`config.mk`:
```
export PLATFORM = sky130hd
export DESIGN_NAME = rxf_radio_rx_fifo
export DESIGN_NICKNAME = d
export VERILOG_FILES = /design/src/rtl/rxf_pkg.sv /design/src/rtl/rxf_radio_rx_fifo.sv
export SDC_FILE = /design/constraint.sdc
export NUM_CORES = 1
export LEC_CHECK = 0
export ABC_AREA = 1
export BUFFER_PORTS_ARGS = -buffer_cell sky130_fd_sc_hd__buf_2
export CORE_MARGIN = 2
export CORE_UTILIZATION = 50
export CTS_CLUSTER_DIAMETER = 150
export DETAILED_ROUTE_END_ITERATION = 10
export GPL_TIMING_DRIVEN = 0
export HOLD_SLACK_MARGIN = 0.15
export PLACE_DENSITY = 0.67
export SETUP_SLACK_MARGIN = 0.5
export SLEW_MARGIN = 5
export SYNTH_ARGS = -nofsm -noshare
export SYNTH_HDL_FRONTEND = slang
export SYNTH_SLANG_ARGS = --single-unit
export TNS_END_PERCENT = 10
```
`constraint.sdc`:
```
create_clock -name i_ref_clk -period 3.65 [get_ports i_ref_clk]
set_clock_uncertainty 0.1 [all_clocks]
set_input_delay 0.5475 -clock i_ref_clk [delete_from_list [all_inputs] [get_ports i_ref_clk]]
set_output_delay 0.5475 -clock i_ref_clk [all_outputs]
set_load 0.05 [all_outputs]
```
`src/rtl/rxf_pkg.sv`:
```
// Constants and types for the radio receive byte buffer
package rxf_pkg;
    // ==========================================================
    // Buffer geometry
    localparam logic [6:0] FIFO_DEPTH   = 7'h40;
    localparam logic [5:0] PTR_RST      = 6'h00;
    // ==========================================================
    // Register byte offsets
    localparam logic [7:0] OFS_CMD      = 8'h00;
    localparam logic [7:0] OFS_IOCFG    = 8'h04;
    localparam logic [7:0] OFS_PLEN     = 8'h08;
    localparam logic [7:0] OFS_PCTL1ST  = 8'h0c;
    localparam logic [7:0] OFS_PCTL2ND  = 8'h10;
    localparam logic [7:0] OFS_DATA     = 8'h14;
    localparam logic [7:0] OFS_STATUS   = 8'h18;
    // ==========================================================
    // Command register bits (write only, self clearing)
    localparam int         CMD_IDLE     = 0;
    localparam int         CMD_FLUSH    = 1;
    localparam int         CMD_RX       = 2;
    // ==========================================================
    // Packet control fields
    localparam int         LEN_CFG_LSB  = 0;
    localparam int         CRC_EN_BIT   = 2;
    localparam int         APPEND_BIT   = 2;
    localparam logic [1:0] LEN_FIXED    = 2'h0;
    localparam logic [1:0] LEN_VARIABLE = 2'h1;
    // ==========================================================
    // Status register fields
    localparam int         ST_CNT_LSB   = 0;
    localparam int         ST_PF_BIT    = 8;
    localparam int         ST_STATE_LSB = 9;
    localparam int         ST_VAR_BIT   = 11;
    // ==========================================================
    // Status output selection codes and reset values
    localparam logic [5:0] SEL_NONEMPTY = 6'h01;
    localparam logic [5:0] SEL_RX_OK    = 6'h06;
    localparam logic [5:0] SEL_RST      = 6'h06;
    localparam logic [7:0] PLEN_RST     = 8'hff;
    // ==========================================================
    // Bus responses
    localparam logic [1:0] RESP_OKAY    = 2'h0;
    localparam logic [1:0] RESP_SLVERR  = 2'h2;

    typedef enum logic [1:0] {
        ST_IDLE,
        ST_RX,
        ST_OVERFLOW
    } rxf_state_type;

    typedef struct packed {
        logic [63:0][7:0] mem;
        logic [5:0]       wp;
        logic [5:0]       rp;
        logic [6:0]       cnt;
        logic             pf_v;
        logic [7:0]       pf_d;
        rxf_state_type    st;
        logic [5:0]       cfg_sel;
        logic [7:0]       plen;
        logic [2:0]       pctl1st;
        logic [2:0]       pctl2nd;
        logic             aw_got;
        logic             w_got;
        logic [7:0]       waddr;
        logic [31:0]      wdata;
        logic             wbe;
        logic             awready;
        logic             wready;
        logic             bvalid;
        logic [1:0]       bresp;
        logic             arready;
        logic             rvalid;
        logic [31:0]      rdata;
        logic [1:0]       rresp;
        logic             gso;
    } rxf_regs_type;
endpackage

```
`src/rtl/rxf_radio_rx_fifo.sv`:
```
// Radio receive byte buffer with prefetch stage and AXI4-Lite registers
//
// The implementer's own choices: the AXI4-Lite register port and the address map.

// Function
// - 64-byte buffer plus one-byte prefetch stage
// - Byte beyond 65 unread enters overflow state
// - Code 0x06 status output drops on overflow
// - Length field: 1 variable, 0 fixed
// - Append in second, CRC in first control
module rxf_radio_rx_fifo (
    // Clock and reset
    input  wire logic        i_ref_clk,
    input  wire logic        i_sys_rst,
    // Radio core byte stream
    input  wire logic        i_rx_valid,
    input  wire logic [7:0]  i_rx_data,
    // General status output
    output logic             o_general_status_output,
    // AXI4-Lite write channels
    input  wire logic        i_awvalid,
    output logic             o_awready,
    input  wire logic [7:0]  i_awaddr,
    input  wire logic        i_wvalid,
    output logic             o_wready,
    input  wire logic [31:0] i_wdata,
    input  wire logic [3:0]  i_wstrb,
    output logic             o_bvalid,
    input  wire logic        i_bready,
    output logic [1:0]       o_bresp,
    // AXI4-Lite read channels
    input  wire logic        i_arvalid,
    output logic             o_arready,
    input  wire logic [7:0]  i_araddr,
    output logic             o_rvalid,
    input  wire logic        i_rready,
    output logic [31:0]      o_rdata,
    output logic [1:0]       o_rresp
);

    rxf_pkg::rxf_regs_type r;
    rxf_pkg::rxf_regs_type next_r;
    logic                  idle_go;
    logic                  flush_go;
    logic                  rx_go;
    logic                  wr_go;
    logic                  pop;
    logic                  move;

    // ==========================================================
    // Status output selection
    function automatic logic gso_of(input logic [5:0] sel,
                                    input rxf_pkg::rxf_state_type st,
                                    input logic [6:0] cnt);
        logic v;
        v = 1'b0;
        case (sel)
            rxf_pkg::SEL_RX_OK:    v = (st == rxf_pkg::ST_RX);
            rxf_pkg::SEL_NONEMPTY: v = (cnt != 7'h00);
            default:               v = 1'b0;
        endcase
        return v;
    endfunction

    // ==========================================================
    // Next state
    always_comb begin
        next_r   = r;
        idle_go  = 1'b0;
        flush_go = 1'b0;
        rx_go    = 1'b0;
        pop      = 1'b0;
        move     = 1'b0;

        // Address and data are taken in either order
        if (i_awvalid && r.awready) begin
            next_r.aw_got = 1'b1;
            next_r.waddr  = i_awaddr;
        end
        if (i_wvalid && r.wready) begin
            next_r.w_got = 1'b1;
            next_r.wdata = i_wdata;
            next_r.wbe   = i_wstrb[0];
        end
        if (r.bvalid && i_bready) begin
            next_r.bvalid = 1'b0;
        end
        wr_go = r.aw_got && r.w_got && !r.bvalid;
        if (wr_go) begin
            next_r.aw_got = 1'b0;
            next_r.w_got  = 1'b0;
            next_r.bvalid = 1'b1;
            next_r.bresp  = rxf_pkg::RESP_OKAY;
            case (r.waddr)
                rxf_pkg::OFS_CMD: begin
                    idle_go  = r.wbe && r.wdata[rxf_pkg::CMD_IDLE];
                    flush_go = r.wbe && r.wdata[rxf_pkg::CMD_FLUSH];
                    rx_go    = r.wbe && r.wdata[rxf_pkg::CMD_RX];
                end
                rxf_pkg::OFS_IOCFG: begin
                    if (r.wbe) begin
                        next_r.cfg_sel = r.wdata[5:0];
                    end
                end
                rxf_pkg::OFS_PLEN: begin
                    if (r.wbe) begin
                        next_r.plen = r.wdata[7:0];
                    end
                end
                rxf_pkg::OFS_PCTL1ST: begin
                    if (r.wbe) begin
                        next_r.pctl1st = r.wdata[2:0];
                    end
                end
                rxf_pkg::OFS_PCTL2ND: begin
                    if (r.wbe) begin
                        next_r.pctl2nd = r.wdata[2:0];
                    end
                end
                rxf_pkg::OFS_DATA, rxf_pkg::OFS_STATUS: begin
                    next_r.bresp = rxf_pkg::RESP_OKAY;
                end
                default: next_r.bresp = rxf_pkg::RESP_SLVERR;
            endcase
        end
        next_r.awready = !next_r.aw_got && !next_r.bvalid;
        next_r.wready  = !next_r.w_got && !next_r.bvalid;

        // Read channel; a data read of a non-empty buffer pops one byte
        if (r.rvalid && i_rready) begin
            next_r.rvalid = 1'b0;
        end
        if (i_arvalid && r.arready) begin
            next_r.rvalid = 1'b1;
            next_r.rresp  = rxf_pkg::RESP_OKAY;
            next_r.rdata  = 32'h0000_0000;
            case (i_araddr)
                rxf_pkg::OFS_CMD: next_r.rdata = 32'h0000_0000;
                rxf_pkg::OFS_IOCFG: next_r.rdata[5:0] = r.cfg_sel;
                rxf_pkg::OFS_PLEN: next_r.rdata[7:0] = r.plen;
                rxf_pkg::OFS_PCTL1ST: next_r.rdata[2:0] = r.pctl1st;
                rxf_pkg::OFS_PCTL2ND: next_r.rdata[2:0] = r.pctl2nd;
                rxf_pkg::OFS_DATA: begin
                    // Empty buffer reads zero and pops nothing
                    if (r.cnt != 7'h00) begin
                        next_r.rdata[7:0] = r.mem[r.rp];
                        pop = 1'b1;
                    end
                end
                rxf_pkg::OFS_STATUS: begin
                    next_r.rdata[rxf_pkg::ST_CNT_LSB +: 7] = r.cnt;
                    next_r.rdata[rxf_pkg::ST_PF_BIT]       = r.pf_v;
                    next_r.rdata[rxf_pkg::ST_STATE_LSB +: 2] = r.st;
                    next_r.rdata[rxf_pkg::ST_VAR_BIT] =
                        (r.pctl1st[rxf_pkg::LEN_CFG_LSB +: 2]
                         == rxf_pkg::LEN_VARIABLE);
                end
                default: next_r.rresp = rxf_pkg::RESP_SLVERR;
            endcase
        end
        next_r.arready = !next_r.rvalid;

        // Radio state; overflow is left only through idle
        case (r.st)
            rxf_pkg::ST_IDLE: begin
                if (rx_go) begin
                    next_r.st = rxf_pkg::ST_RX;
                end
            end
            rxf_pkg::ST_RX, rxf_pkg::ST_OVERFLOW: begin
                if (idle_go) begin
                    next_r.st = rxf_pkg::ST_IDLE;
                end
            end
            default: next_r.st = rxf_pkg::ST_IDLE;
        endcase

        // Drain side
        if (pop) begin
            next_r.rp = r.rp + 6'h01;
        end
        // Prefetch stage moves into storage when there is room
        if (r.pf_v && (r.cnt < rxf_pkg::FIFO_DEPTH || pop)) begin
            move = 1'b1;
            next_r.mem[r.wp] = r.pf_d;
            next_r.wp        = r.wp + 6'h01;
            next_r.pf_v      = 1'b0;
        end
        case ({move, pop})
            2'b10:   next_r.cnt = r.cnt + 7'h01;
            2'b01:   next_r.cnt = r.cnt - 7'h01;
            default: next_r.cnt = r.cnt;
        endcase
        // Radio side; a byte with nowhere to go is lost
        if (r.st == rxf_pkg::ST_RX && i_rx_valid && !idle_go) begin
            if (!next_r.pf_v) begin
                next_r.pf_v = 1'b1;
                next_r.pf_d = i_rx_data;
            end else begin
                next_r.st = rxf_pkg::ST_OVERFLOW;
            end
        end
        // Flush only from idle, so idle must come first
        if (flush_go && r.st == rxf_pkg::ST_IDLE) begin
            next_r.cnt  = 7'h00;
            next_r.wp   = rxf_pkg::PTR_RST;
            next_r.rp   = rxf_pkg::PTR_RST;
            next_r.pf_v = 1'b0;
        end

        next_r.gso = gso_of(next_r.cfg_sel, next_r.st, next_r.cnt);
    end

    // ==========================================================
    // State register
    always_ff @(posedge i_ref_clk) begin
        if (i_sys_rst) begin
            r         <= '0;
            r.cfg_sel <= rxf_pkg::SEL_RST;
            r.plen    <= rxf_pkg::PLEN_RST;
        end else begin
            r <= next_r;
        end
    end

    assign o_general_status_output = r.gso;
    assign o_awready               = r.awready;
    assign o_wready                = r.wready;
    assign o_bvalid                = r.bvalid;
    assign o_bresp                 = r.bresp;
    assign o_arready               = r.arready;
    assign o_rvalid                = r.rvalid;
    assign o_rdata                 = r.rdata;
    assign o_rresp                 = r.rresp;
endmodule

```
==> results.txt, run 1 <==
The flow ran to the end, and the final reports show no timing, DRC or antenna violations. The synthesized area divided by synthesized cell count was 6.926 um2. The worst-case IR drop observed on VDD is 358.3 uV. Count of filler cells inserted in the layout: 5,532.

For this run, asynchronously set or reset flops after synthesis account for 0%. The chip height came out at 238.9 um. Measured against its own limit, the worst slew margin works out to 5.653%. For the fraction of met3 tracks used by global routing, the log shows 11.97%. The clock passes through at most 3 buffers.

The run gives 86 as the number of placement rows. The synthesized netlist contains 40 unique library cells. Worst setup path startpoint: r[124]. The layout-stage area growth over the synthesis result was 14.11%; the post-route clock period utilization was 94.27%. In the routed layout, each cell is associated on average with a via count of 6.070.

The run gives 6 as the number of optimization iterations in the first detailed-route pass. Counting the buffers created by CTS gives 67. The final core utilization is 57.46%. The reg-to-reg startpoint is r[124]. The logs give 57,050 um2 for the overall die area and 0 for the setup violation total in the final timing report.

Along the worst path, the maximum fanout reaches 10. The logs give 0.61 ns for the insertion delay of the later-clocked pin in the worst-skew pair and 27,580 um2 for the summed instance area of the synthesized netlist. For this run, global-route usage on met2 was measured as 66.09%. Setup slack on the worst reg-to-reg path comes out at 0.21 ns.

The final hold slack was 0.1504 ns; the initial core utilization was 50.36%. The floorplan step set the die width to 238.9 um. The count of nets left with antenna violations once routing finished came out at 0. The logs give 0 for the number of synthesis warnings and 3.81 ns for the worst endpoint data arrival time. The post-synthesis cell count came out at 3,982. 110 I/O pins were placed. The run gives 0.01149 uW as the leakage dissipation. Counting flops with a built-in enable in the synthesized netlist gives 0. The min-delay analysis places its worst path in the category primary input to flip-flop. The port buffer count was 59. Kind of end point of the critical path: a flip-flop. For the detailed placement HPWL, the log shows 93.23 mm.

The number of antenna violations at the first check in global routing is 8. The number of global-route vias before repair was 26,380; the proportion of layout cells with a drive suffix above 1 was 8.167%. The portion of synthesized cell area occupied by the leading cell type works out to 43.62%. The CTS root buffer is clkbuf_16. After clock tree synthesis, the clock-pin slew on the worst setup and hold paths is 0.06 ns.

TritonCTS built the clock tree. Leaving out fill and tap cells, the most frequent cells in the layout are nand2_1, a21oi_1, dfxtp_1. For the worst setup path, the data required time is 4.02 ns. For the pin with the worst max-slew slack, the measured transition is 1.414 ns. The post-route DRC violation count is 0.

The most used flip-flop cell after synthesis is dfxtp_1. Setup repair after global routing could not meet its margin everywhere. Wires add up to 130.6 mm. Global routing finished with a remaining overflow of 0. The most area-hungry cell type in the Yosys netlist is dfxtp_1. Number of DRC violations after detailed-routing iteration 0: 4,413.

The startpoint identified for the worst hold timing path is i_awaddr[5]. Kind of critical path: flip-flop to flip-flop. The hold violation total from the final report came out at 0.

The layer with the highest usage was met2. The time the worst path needs with I/O delays and setup was 3.441 ns; the final estimated routing congestion in global placement was 1.041. Number of nets in the layout: 4,233. The number of sinks on the clock net was 601. The kind of start point of the critical path is a flip-flop. By area the synthesized netlist is led by dfxtp_1, a21oi_1, nand2_1, o21ai_0, nand3_1. In the global route stage, met1 resource usage came out at 56.99%.

The library cell used most frequently in the layout, excluding fill and tap cells, is nand2_1. The power per unit of standard cell area was 449.8 nW/um2. Global routing used 44.81% of the available tracks. The register bit count reported by yosys is 601.

The run gives 43.62% as the proportion of synthesized chip area in sequential cells. Based on the critical path, the design can be clocked at up to 290.6 MHz. The wire length of the first global-routing pass was 182.5 mm; the pin count of the biggest net entering global routing was 14. The count of vias placed by the detailed router is 29,790, and the count of maximum capacitance violations is 0. The tools report the max-slew violation count as 0. The region available for standard cell placement spans 54,770 um2.

The H-tree was split into 3 levels. In the final routed layout, each cell accounts on average for 26.62 um.
worst max-delay path: stages (launching register included):
cell and delay (ns):
dfxtp_1 0.45, clkbuf_1 0.34, buf_1 0.85, a21oi_1 0.09, o21ai_0 0.12, nand3_1 0.17, nand3_1 0.20, nand2_1 0.12
nand3_1 0.15, nand2_1 0.17, nand2_1 0.13, nand2_1 0.07, nand2_1 0.21, a21oi_1 0.10
synthesized netlist by cell type (all sizes together) (8+ instances only):
cell type and instances:
dfxtp 601, nand4 11, a21oi 663, nor2 141, nor3 16, nand2 756
ha 8, inv 421, clkbuf 234, nand3 368, o211ai 85, o21ai 528
buf 118
stage by stage:
| stage | cell area, um2 | TNS, ns | worst slack, ns | power [uW] | std cells |
|---|---|---|---|---|---|
| 4_1_cts | 31440 | 0 | 0.4733 | 14110 | 4903 |
| 5_1_grt | 31470 | 0 | 0.2984 | 14420 | 4904 |
| 3_3_place_gp | 28840 | -0.7044 | -0.2021 | 7177 | 4766 |
| 2_1_floorplan | 27660 | 0 | 0.5141 | 7043 | 4003 |
| 6_report | 31470 | 0 | 0.2091 | 14160 | 4907 |
| 3_5_place_dp | 28840 | -0.9700 | -0.2009 | 7181 | 4766 |
cell families after synthesis:
| logic type | count (synthesis) | synth area share (%) |
|---|---|---|
| AND/OR/NAND/NOR | 1301 | 20.15 |
| adder cells (fa/ha/maj) | 8 | 0.3629 |
| flip-flops | 601 | 43.62 |
| XOR/XNOR | 2 | 0.06352 |
| other | 1 | 0.01360 |
| AO/OA/AOI/OAI | 1293 | 24.36 |
| buffers and inverters | 776 | 11.43 |
timing repair:
item	4_1_cts	5_1_grt
hold buffers	24	0
gates cloned	0	0
endpoints found under the setup margin	38	105
endpoints found under the hold margin	24	0
pin swaps	0	1
resized for setup	69	14
setup buffers	1	1
layout make-up:
cell class,count,area [um2],area share [%]
inverter,424,1598,5.077
sequential,601,12040,38.24
tap,704,880.8,2.799
timing repair buffer,85,550.5,1.749
clock buffer,95,1957,6.218
antenna,3,7.507,0.02385
multi-input combinational,2626,12500,39.73
clock inverter,17,264.0,0.8388
buffer,352,1675,5.323
flip-flops by register name, indices dropped and copies added (netlist names):
name                     flops
o_arready                    1
o_awready                    1
o_bresp                      1
o_bvalid                     1
o_general_status_output      1
o_rdata                     12
o_rresp                      1
o_rvalid                     1
o_wready                     1
r                          581
final timing paths:
path         cells past startpoint    endpoint
max                             13  o_rdata[7]
min                              3       r[80]
max reg2reg                     13  o_rdata[7]
min reg2reg                      2      r[270]
power breakdown:
group	total (uW)	internal, uW	switching (uW)
Clock	7090	4210	2870
Sequential	6600	6580	15.8
Combinational	473	130	342
metal layers:
metal / routed length, um / vias to the layer above
li1: - / 13500
met1: 49460 / 13670
met2: 54130 / 2096
met3: 16240 / 516
met4: 10770 / 2
met5: 12 / -
No activity file was read; power rests on OpenSTA's default activity.
==> run 2: changes to the inputs <==
--- a/config.mk
+++ b/config.mk
@@ -8,12 +8,11 @@
 export ABC_AREA = 1
 export BUFFER_PORTS_ARGS = -buffer_cell sky130_fd_sc_hd__buf_2
 export CORE_MARGIN = 2
-export CORE_UTILIZATION = 50
+export CORE_UTILIZATION = 30
 export CTS_CLUSTER_DIAMETER = 150
 export DETAILED_ROUTE_END_ITERATION = 10
 export GPL_TIMING_DRIVEN = 0
 export HOLD_SLACK_MARGIN = 0.15
-export PLACE_DENSITY = 0.67
 export SETUP_SLACK_MARGIN = 0.5
 export SLEW_MARGIN = 5
 export SYNTH_ARGS = -nofsm -noshare
==> results.txt, run 2 (same netlist as run 1, synthesis figures left out) <==
Summed over all layers, the global routing overflow is 0. The H-tree was split into 3 levels. The number of global-route vias before repair came out at 26,470. Setup violations remaining at the end of the flow were counted as 0. Ranked by flip-flop count, first place goes to r.

After the last flow step, the layout net total stands at 4,237. For the post-placement setup slack, the log shows -0.2945 ns. The final critical path takes up 89.81% of the cycle. The worst hold path passes through 3 cells.

The tools report the worst endpoint data arrival time as 3.68 ns. The worst register-to-register path begins at r[118]. The share of total power dissipated in combinational logic is 3.3%.

In this run the standard cell core region covers 91,390 um2. The time the worst path needs with I/O delays and setup is 3.278 ns, and the critical path buffer and inverter count is 2. The critical path starts at r[118]. The antenna violation net count after detailed routing is 0, and the internal portion of total power is 10,870 uW. After layout, the worst setup slack is 0.3720 ns. For this run, the slowest stage of the critical path takes 0.89 ns. The max-slew headroom at the worst pin was 11.50%. The register with the most flip-flops in the layout has 581 of them. The clock-pin slew on the worst setup and hold paths is 0.06 ns. For the number of antenna violations at the first check in global routing, the log shows 2. In this run the number of cells on the critical path is 10. The number of placed instances, taps included was 5,248. The overall die width works out to 307.2 um.

The worst hold path belongs to the class primary input to flip-flop. After the first detailed-routing iteration, the DRC count stood at 4,223. The logs give 7 for the number of optimization iterations in the first detailed-route pass and 9,905 for the count of filler cells inserted in the layout. Setup repair after global routing could not meet its margin everywhere. The required time at the worst-slack endpoint is 4.05 ns. TritonCTS built the clock tree. Summed over all failing endpoints, the final setup total negative slack is 0 ns.

The tool flagged a number of max-cap violations equal to 0. Entering global routing, the biggest net connects 15 pins. The max-slew violation count came out at 0. In the routed design, unresolved DRC markers number 0. The worst setup path is launched from a flip-flop.

The number of placement rows is 111. The clock network burns 50.2% of the power. During I/O placement, the number of pins put on the boundary was 110. For the pin with the worst max-slew slack, the measured transition is 1.317 ns. Dividing the detail-routed wire length by the instance count gives 24.11 um.

The global-route usage over all layers is 26.83%, and the finished layout cell area is 32,220 um2. The hold violation total from the final report was 0; the maximum achievable frequency was 305.1 MHz. For the maximum count of clock buffers along a single path, the log shows 3. The slowest stage of the critical path belongs to the cell nor2_2. Net switching is 23.47% of the power. The tree is rooted in a clkbuf_16.

The insertion delay of the later-clocked pin in the worst-skew pair was 0.65 ns. The logs give 0.37 ns for the worst-case register-to-register setup slack and 29,490 for the count of vias placed by the detailed router. The die is 307.2 um tall.

In this run the cell area measured after placement is 29,440 um2. The finished layout holds 5,399 standard cells, fillers aside. For this design the total switching power over the nets is 3333 uW.

In the routed layout, each cell is associated on average with a via count of 5.462. The overall die area was 94,370 um2; the CTS buffer count was 66. Counting every sink on the clock net gives 601. Across the VDD grid, the largest voltage drop is 314.7 uV.

The wire-length estimate of the detail-placed layout is 93.05 mm. The post-route netlist has 8.836% of its cells at a drive strength greater than 1. The routed design has 130.1 mm of wire.

Path depth of the worst reg2reg path: 10. The layout-stage area growth over the synthesis result is 16.81%. The kind of critical path was flip-flop to flip-flop. On the critical path the largest part of the delay comes from simple AND/OR/NAND/NOR gates.

Summing all flip-flop and latch instances after layout gives 12,040 um2. Wire length of the first global-routing pass: 184.6 mm. Of all nets on the critical path, the largest fanout is 10. Port buffer count: 59. For this design the static power due to leakage is 0.01159 uW.

The top cell types in the final layout, fill and taps aside, are nand2_1, a21oi_1, dfxtp_1. The flow ran to the end, and the final reports show no timing, DRC or antenna violations. In this run the most critical hold path is launched from i_rx_valid. Routability-driven placement finished with a final weighted congestion of 1.022. The initial core utilization is 30.18%, and the multi-input combinational cell area is 12,540 um2. Traced cell by cell, the critical path runs through inv_1 -> nand4_1 -> nand3_2 -> nand2_1 -> nand2_4 -> nor2_2 -> nand2_1 -> clkbuf_1 -> o21ai_0 -> a21oi_1. In this run the power density over the cells is 440.7 nW/um2. By instance count, the cell type seen most on the critical path is nand2_1. Registers are responsible for 46.4% of the overall power. The leading cell type in the layout, fill and taps excluded is nand2_1. The worst setup path is captured at a flip-flop.
[run 2: changes by cell type in the layout (fill, tap and decap cells not counted), moves of 5 or more]
cell | before | now
clkbuf_1 | 210 | 199
clkbuf_2 | 35 | 46
clkbuf_4 | 0 | 6
clkbuf_8 | 9 | 14
[run 2: final cells by class]
cell class	count	area share (%)
inverters	424	4.971
clock buffers	97	6.055
clock inverters	20	0.9127
flip-flops and latches	601	37.37
repair buffers	90	1.841
well taps	1186	4.606
multi-input cells	2626	38.93
diodes	3	0.02330
plain buffers	352	5.290
[run 2: what timing repair did]
| action | CTS | global route |
|---|---|---|
| resized for setup | 52 | 106 |
| hold endpoints to repair | 28 | 0 |
| buffers inserted | 3 | 2 |
| hold buffers | 26 | 0 |
| endpoints found under the setup margin | 36 | 94 |
| pin swaps | 1 | 3 |
[run 2: worst register-to-register path, stage by stage, from the launching register on]
cell      delay [ns]
dfxtp_2         0.36
inv_1           0.11
nand4_1         0.15
nand3_2         0.12
nand2_1         0.13
nand2_4         0.08
nor2_2          0.89
nand2_1         0.48
clkbuf_1        0.39
o21ai_0         0.29
a21oi_1         0.06
[run 2: path summary, 6_finish.rpt]
path,endpoint
worst max-delay path,r[468]
worst min-delay path,r[115]
worst max register to register,r[468]
worst min register to register,r[327]
[run 2: stage by stage]
step,hold WS [ns],utilization (%),total power (uW)
CTS,0.2057,35.11,14190
detailed placement,0.3332,32.21,7180
floorplan,0.3200,-,7043
finish,0.2127,35.25,14200
global route,0.2308,35.25,14520
global placement,0.3301,32.21,7177
[run 2: metal layers]
| layer | vias to the layer above | wire length [um] | global-route usage (%) |
|---|---|---|---|
| met4 | 0 | 8667 | 14.97 |
| met1 | 13680 | 52330 | 35.86 |
| met2 | 1882 | 52720 | 38.92 |
| met3 | 442 | 16430 | 7.267 |
| met5 | - | 0 | 0 |
| li1 | 13480 | - | - |
[run 2: power by group through the flow]
stage                     Clock, uW  Sequential [uW]  Combinational [uW]
final                          7130             6600                 469
after global routing           7410             6590                 514
after floorplan                   0             6750                 291
after CTS                      7130             6600                 461
after global placement            0             6740                 434
after detailed placement          0             6740                 437
